### config.mk
export PLATFORM = sky130hd
export DESIGN_NAME = rrx_exec
export DESIGN_NICKNAME = d
export VERILOG_FILES = /design/src/rrx_pkg.sv /design/src/rrx_exec.sv
export SDC_FILE = /design/constraint.sdc
export NUM_CORES = 1
export LEC_CHECK = 0
export BUFFER_PORTS_ARGS = -buffer_cell sky130_fd_sc_hd__buf_4
export CORE_MARGIN = 3
export CORE_UTILIZATION = 43
export CTS_BUF_LIST = sky130_fd_sc_hd__clkbuf_4
export CTS_CLUSTER_SIZE = 28
export DETAILED_ROUTE_END_ITERATION = 8
export PLACE_DENSITY = 0.76
export SLEW_MARGIN = 20
export SYNTH_ARGS = -nofsm -noshare
export SYNTH_HDL_FRONTEND = slang
export SYNTH_SLANG_ARGS = --single-unit
### constraint.sdc
create_clock -name clk_i -period 1.4 [get_ports clk_i]
set_clock_uncertainty 0.2 [all_clocks]
set_input_delay 0.21 -clock clk_i [delete_from_list [all_inputs] [get_ports clk_i]]
set_output_delay 0.21 -clock clk_i [all_outputs]
set_load 0.05 [all_outputs]
### src/rrx_pkg.sv
package rrx_pkg;

	localparam int DATA_W  = 8;
	localparam int PC_W    = 11;
	localparam int RADDR_W = 6;
	localparam int LEVEL_W = 4;

	// Cycle counts per instruction
	localparam int RET_CYCLES = 2;
	localparam int ROT_CYCLES = 1;

	// Destination select encoding
	localparam logic DEST_WORK = 1'b0;
	localparam logic DEST_FILE = 1'b1;

	// Reset values
	localparam logic [7:0]  WORK_RESET  = 8'h00;
	localparam logic [10:0] PC_RESET    = 11'h000;
	localparam logic        FLAG_RESET  = 1'b0;

	typedef enum logic [2:0] {
		RRX_OP_NONE,
		RRX_OP_LITERAL_EXIT,
		RRX_OP_SUBROUTINE_EXIT,
		RRX_OP_ROTATE_LEFT,
		RRX_OP_ROTATE_RIGHT
	} rrx_op_t;

	// Decoded instruction from the decoder
	typedef struct packed {
		rrx_op_t      op;
		logic [7:0]   imm;
		logic [5:0]   raddr;
		logic         dest_sel;
	} rrx_instr_t;

	// Register file write request
	typedef struct packed {
		logic         we;
		logic [5:0]   addr;
		logic [7:0]   data;
	} rrx_file_wr_t;

endpackage

### src/rrx_exec.sv
`timescale 1ns/1ps
module rrx_exec (
	// Clock and reset
	input  wire logic                clk_i,
	input  wire logic                reset_n_i,
	// Decoder side
	input  wire logic                instr_valid_i,
	input  wire rrx_pkg::rrx_instr_t instr_i,
	output logic                     busy_o,
	output logic                     done_o,
	// Register file read port
	output logic [5:0]               file_raddr_o,
	input  wire logic [7:0]          file_rdata_i,
	// Register file write port
	output rrx_pkg::rrx_file_wr_t    file_wr_o,
	// Return stack
	input  wire logic [10:0]         stack_top_i,
	input  wire logic [3:0]          stack_level_i,
	output logic                     stack_pop_o,
	output logic [3:0]               stack_level_o,
	// Core state
	output logic [10:0]              pc_o,
	output logic                     pc_load_o,
	output logic [7:0]               working_register_o,
	output logic                     shift_out_flag_o,
	output logic                     global_interrupt_enable_o
);

	////////////////////////////////////////////////////////////////////////
	// Reset synchroniser

	logic rst_meta;
	logic rst_n;

	always_ff @(posedge clk_i or negedge reset_n_i) begin
		if (!reset_n_i) begin
			rst_meta <= 1'b0;
			rst_n    <= 1'b0;
		end else begin
			rst_meta <= 1'b1;
			rst_n    <= rst_meta;
		end
	end

	////////////////////////////////////////////////////////////////////////
	// Sequencing

	typedef enum logic [1:0] {
		RRX_IDLE,
		RRX_RET2
	} rrx_state_t;

	rrx_state_t state;
	logic       is_ret;
	logic       is_rot;
	logic       take;
	logic [7:0] rot_result;
	logic       rot_flag;

	assign take   = instr_valid_i && (state == RRX_IDLE);
	assign is_ret = (instr_i.op == rrx_pkg::RRX_OP_LITERAL_EXIT)
		|| (instr_i.op == rrx_pkg::RRX_OP_SUBROUTINE_EXIT);
	assign is_rot = (instr_i.op == rrx_pkg::RRX_OP_ROTATE_LEFT)
		|| (instr_i.op == rrx_pkg::RRX_OP_ROTATE_RIGHT);
	assign busy_o = (state != RRX_IDLE);
	assign file_raddr_o = instr_i.raddr;

	// Returns hold for a second cycle so the fetch of the target refills
	always_ff @(posedge clk_i or negedge rst_n) begin
		if (!rst_n) begin
			state <= RRX_IDLE;
		end else begin
			case (state)
				RRX_IDLE: begin
					if (take && is_ret) begin
						state <= RRX_RET2;
					end
				end
				RRX_RET2: begin
					state <= RRX_IDLE;
				end
				default: begin
					state <= RRX_IDLE;
				end
			endcase
		end
	end

	always_ff @(posedge clk_i or negedge rst_n) begin
		if (!rst_n) begin
			done_o <= 1'b0;
		end else begin
			done_o <= (state == RRX_RET2) || (take && is_rot);
		end
	end

	////////////////////////////////////////////////////////////////////////
	// Rotate datapath

	always_comb begin
		rot_result = file_rdata_i;
		rot_flag   = shift_out_flag_o;
		if (instr_i.op == rrx_pkg::RRX_OP_ROTATE_LEFT) begin
			rot_result = {file_rdata_i[6:0], shift_out_flag_o};
			rot_flag   = file_rdata_i[7];
		end else if (instr_i.op == rrx_pkg::RRX_OP_ROTATE_RIGHT) begin
			rot_result = {shift_out_flag_o, file_rdata_i[7:1]};
			rot_flag   = file_rdata_i[0];
		end
	end

	always_ff @(posedge clk_i or negedge rst_n) begin
		if (!rst_n) begin
			shift_out_flag_o <= rrx_pkg::FLAG_RESET;
		end else if (take && is_rot) begin
			shift_out_flag_o <= rot_flag;
		end
	end

	// Same select drives both rotates
	always_ff @(posedge clk_i or negedge rst_n) begin
		if (!rst_n) begin
			file_wr_o <= '0;
		end else begin
			file_wr_o.we   <= take && is_rot
				&& (instr_i.dest_sel == rrx_pkg::DEST_FILE);
			file_wr_o.addr <= instr_i.raddr;
			file_wr_o.data <= rot_result;
		end
	end

	always_ff @(posedge clk_i or negedge rst_n) begin
		if (!rst_n) begin
			working_register_o <= rrx_pkg::WORK_RESET;
		end else if (take && instr_i.op == rrx_pkg::RRX_OP_LITERAL_EXIT) begin
			working_register_o <= instr_i.imm;
		end else if (take && is_rot && instr_i.dest_sel == rrx_pkg::DEST_WORK) begin
			working_register_o <= rot_result;
		end
	end

	////////////////////////////////////////////////////////////////////////
	// Return path

	// Pop strobe, level and PC all register at the end of the first cycle
	always_ff @(posedge clk_i or negedge rst_n) begin
		if (!rst_n) begin
			pc_o          <= rrx_pkg::PC_RESET;
			pc_load_o     <= 1'b0;
			stack_pop_o   <= 1'b0;
			stack_level_o <= '0;
		end else begin
			pc_load_o   <= take && is_ret;
			stack_pop_o <= take && is_ret;
			if (take && is_ret) begin
				pc_o          <= stack_top_i;
				stack_level_o <= stack_level_i - 4'h1;
			end
		end
	end

	// Only the literal exit touches interrupt enable; no interrupt entry here
	always_ff @(posedge clk_i or negedge rst_n) begin
		if (!rst_n) begin
			global_interrupt_enable_o <= 1'b0;
		end else if (take && instr_i.op == rrx_pkg::RRX_OP_LITERAL_EXIT) begin
			global_interrupt_enable_o <= 1'b1;
		end
	end

	////////////////////////////////////////////////////////////////////////
	// Assertions

	AST_LIT_WORK: assert property (@(posedge clk_i) disable iff (!rst_n)
		take && instr_i.op == rrx_pkg::RRX_OP_LITERAL_EXIT
		|=> working_register_o == $past(instr_i.imm))
		else $error("literal exit did not load immediate");

	AST_LIT_GIE: assert property (@(posedge clk_i) disable iff (!rst_n)
		take && instr_i.op == rrx_pkg::RRX_OP_LITERAL_EXIT
		|=> global_interrupt_enable_o && busy_o ##1 !busy_o && done_o)
		else $error("literal exit enable or length wrong");

	AST_RET_PC: assert property (@(posedge clk_i) disable iff (!rst_n)
		take && instr_i.op == rrx_pkg::RRX_OP_SUBROUTINE_EXIT
		|=> pc_o == $past(stack_top_i) && pc_load_o && $stable(shift_out_flag_o)
		##1 done_o)
		else $error("subroutine exit wrong");

	AST_ROL: assert property (@(posedge clk_i) disable iff (!rst_n)
		take && instr_i.op == rrx_pkg::RRX_OP_ROTATE_LEFT
		|=> shift_out_flag_o == $past(file_rdata_i[7]) && done_o)
		else $error("left rotate flag wrong");

	AST_ROL_DEST: assert property (@(posedge clk_i) disable iff (!rst_n)
		take && instr_i.op == rrx_pkg::RRX_OP_ROTATE_LEFT && instr_i.dest_sel
		|=> file_wr_o.we
		&& file_wr_o.data == {$past(file_rdata_i[6:0]), $past(shift_out_flag_o)})
		else $error("left rotate file write wrong");

	AST_ROR: assert property (@(posedge clk_i) disable iff (!rst_n)
		take && instr_i.op == rrx_pkg::RRX_OP_ROTATE_RIGHT && !instr_i.dest_sel
		|=> working_register_o == {$past(shift_out_flag_o), $past(file_rdata_i[7:1])}
		&& shift_out_flag_o == $past(file_rdata_i[0]) && !file_wr_o.we)
		else $error("right rotate wrong");

	AST_LEVEL: assert property (@(posedge clk_i) disable iff (!rst_n)
		take && is_ret |=> stack_pop_o && stack_level_o == $past(stack_level_i) - 4'h1)
		else $error("stack level not decremented");

	// A request offered while busy must not start a second pop
	AST_NO_TAKE_BUSY: assert property (@(posedge clk_i) disable iff (!rst_n)
		busy_o |=> !pc_load_o && !stack_pop_o)
		else $error("second pop while busy");

	COV_LIT: cover property (@(posedge clk_i) disable iff (!rst_n)
		take && instr_i.op == rrx_pkg::RRX_OP_LITERAL_EXIT);
	COV_RET: cover property (@(posedge clk_i) disable iff (!rst_n)
		take && instr_i.op == rrx_pkg::RRX_OP_SUBROUTINE_EXIT);
	COV_ROL_FILE: cover property (@(posedge clk_i) disable iff (!rst_n)
		take && instr_i.op == rrx_pkg::RRX_OP_ROTATE_LEFT && instr_i.dest_sel);
	COV_ROR_WORK: cover property (@(posedge clk_i) disable iff (!rst_n)
		take && instr_i.op == rrx_pkg::RRX_OP_ROTATE_RIGHT && !instr_i.dest_sel);

endmodule

==> flow_summary.json <==
{
  "firstDrtPassIters": 4,
  "status": "complete, but fails checks",
  "fin_area_um2": 3580,
  "ant_nets": 0,
  "synth_top_cell_by_area": "dfrtp_1",
  "hpwl_um": 3820,
  "grt_pass1_wl_um": 8890,
  "io-pin-count": 94,
  "final_cell_mix": "106 x buf_4, 43 x dfrtp_1, 34 x dlygate4sd3_1, 27 x buf_6, 15 x nor2_1",
  "synth.top_cell.area_share_pct": 55.5,
  "whs_ns": 0.0210,
  "critical_path.max_stage_delay_ns": 0.50,
  "root_buffer": "clkbuf_4",
  "power.leakage_nw": 1.74,
  "power_density_nw_per_um2": 1350,
  "required_ns": 1.50,
  "wl_um": 6050,
  "place.port_buffers": 93,
  "synth_area_per_cell_um2": 12.2,
  "route.vias.total": 1875,
  "worstReg2RegEnd": "working_register_o[2]",
  "synth.distinct_cells": 36,
  "total_power_w": 0.00483,
  "syn-num-nets": 211,
  "period_needed_ns": 1.82,
  "layout-drive-gt1-share_pct": 52.1,
  "cts.htree.levels": 2,
  "critPathCaptureType": "flop",
  "area_delta_synth_final_pct": 76.2,
  "final_max_slew_viol_count": 0,
  "yosysWarnings": 0,
  "core_area_um2": 4440,
  "hp-class": "flop to asynchronous set/reset pin",
  "violations": "setup timing",
  "fmax_mhz": 551,
  "rsz0062_at_grt": "yes",
  "grt_use_total_pct": 21.1,
  "ys_ff_latch": 45,
  "dpl_cell_area_um2": 2880,
  "maxCapViolCount": 0,
  "crit_type": "flop to flop",
  "hold_viol": 0,
  "ys_seq_area_share_pct": 55.5,
  "place.gp.congestion": 0.865,
  "critPathSlowestCell": "or4b_4",
  "nets": 370,
  "period_share_pct": 130,
  "placementRows": 24,
  "postLayoutCoreUtil_pct": 80.5,
  "crit_fanout": 8,
  "grt_max_degree": 27,
  "finalSetupViolations": 30,
  "final.setup.tns_ns": -9.11,
  "cts_tree": "built",
  "clk_pin_slew_ns": 0.13,
  "syn_area_um2": 2030,
  "dieArea_um2": 5580,
  "ir_drop_uv": 1010,
  "final_common_cell": "buf_4",
  "clock_latency_ns": 0.35,
  "syn_inst": 166,
  "crit_start": "state[0]",
  "startpoint_type": "flop",
  "r2r_slack_ns": -0.42,
  "die_h_um": 74.7,
  "viasPerCell": 4.96,
  "wl_per_cell_um": 16.0,
  "cts_made_buffers": 5,
  "die_x_um": 74.7,
  "overflow": 0,
  "worstPathCellList": "nand2b_4, or4b_4, buf_6, o21ai_4, o221a_2",
  "start_util_pct": 45.7,
  "cts.sink_count": 45,
  "r2r-start": "state[0]",
  "drtIter0Drc": 81,
  "drc": 0,
  "fin_ws_ns": -0.416,
  "antenna_cells": 0,
  "crit_arrival_ns": 1.91,
  "r2r_cells": 5,
  "synth.area.top_cells": "dfrtp_1 55%, mux2_4 7.4%, o221a_2 3.9%, buf_4 3.3%, o32ai_1 3.0%",
  "grt_pass1_vias": 1865,
  "grt_antenna_before_repair": 0,
  "clockBufferDepth": 2
}
## stage by stage
stage	instances	worst slack (ns)
floorplan	166	-0.507
global placement	319	-0.379
detailed placement	319	-0.408
CTS	365	-0.413
global route	378	-0.468
finish	378	-0.416
## metal layers
metal  wire (µm)  GRT usage [%]
met1        2290           25.2
met2        3310           37.1
met3         439           7.21
met4          17           4.15
met5           0              0
## sequential cells by signal (all words and copies together), names as in the netlist
signal	flops
done_o	1
file_wr_o	15
global_interrupt_enable_o	1
pc_load_o	1
pc_o	11
rst_meta	1
rst_n	1
shift_out_flag_o	1
stack_level_o	4
state	1
working_register_o	8
## timing repair
item,4_1_cts,5_1_grt
setup buffers,3,13
pin swaps,5,3
hold buffers,34,0
setup endpoints to repair,29,56
cloned,1,0
endpoints found under the hold margin,32,0
resized for setup,9,24
## report_power, final
part / leakage (nW) / total, W / internal (W) / switching (W)
Sequential: 0.528 / 0.00168 / 0.00152 / 0.000157
Clock: 0.0552 / 0.000964 / 0.000553 / 0.000411
Combinational: 1.16 / 0.00219 / 0.000952 / 0.00123
## worst max-delay path: cells and delay by family, from the launching register on
| kind | cells | cell delay (ns) |
|---|---|---|
| compound gates | 2 | 0.35 |
| buf+inv | 1 | 0.16 |
| simple gates | 2 | 0.64 |
| flops | 1 | 0.42 |
## Yosys cell counts
library cell / count
a211oi_2: 1
a21o_4: 1
and2_1: 1
and3b_1: 1
buf_2: 1
buf_4: 9
buf_6: 2
clkbuf_1: 5
conb_1: 1
dfrtp_1: 45
ha_1: 1
inv_1: 7
mux2_1: 1
mux2_4: 10
mux2i_1: 1
nand2_1: 5
nand2b_1: 2
nand2b_4: 1
nand3_1: 1
nand3b_1: 1
nor2_1: 16
nor2b_1: 1
nor3_1: 1
nor3b_1: 8
o21a_1: 7
o21ai_0: 2
o21ai_1: 11
o21ai_4: 1
o221a_2: 7
o221ai_1: 1
o32a_1: 1
o32ai_1: 7
or3_1: 1
or3b_1: 1
or4b_1: 1
xnor2_1: 3
## worst max path at each step
stage / endpoint / slack (ns) / cells after the start
after floorplan: working_register_o[0] / -0.51 / 4
after CTS: working_register_o[2] / -0.41 / 5
after global placement: working_register_o[1] / -0.38 / 5
after global routing: working_register_o[2] / -0.47 / 5
final: working_register_o[2] / -0.42 / 5
after detailed placement: working_register_o[1] / -0.41 / 5
## layout make-up
class                           instances  area, µm²
Clock buffer                            5       37.5
Clock inverter                          3       65.1
Fill cell                             280        868
Inverter                                7       26.3
Multi-Input combinational cell         97        788
Sequential cell                        45       1130
Tap cell                               52       65.1
Timing Repair Buffer                  169       1470
## kinds of logic (layout without fill, tap and decap cells)
group                      count (synthesis)  after routing  synth area share [%]
adders and majority gates                  1              1                 0.616
buffers and inverters                     24            184                  6.90
xor gates and xnor gates                   3              3                  1.29
other                                      1              1                 0.185
AOI/OAI and AO/OA                         39             39                  15.8
DFF                                       45             45                  55.5
muxes                                     12             12                  8.45
and+or+nand+nor                           41             41                  11.3
Note: power is estimated with default switching activity, not from simulation.
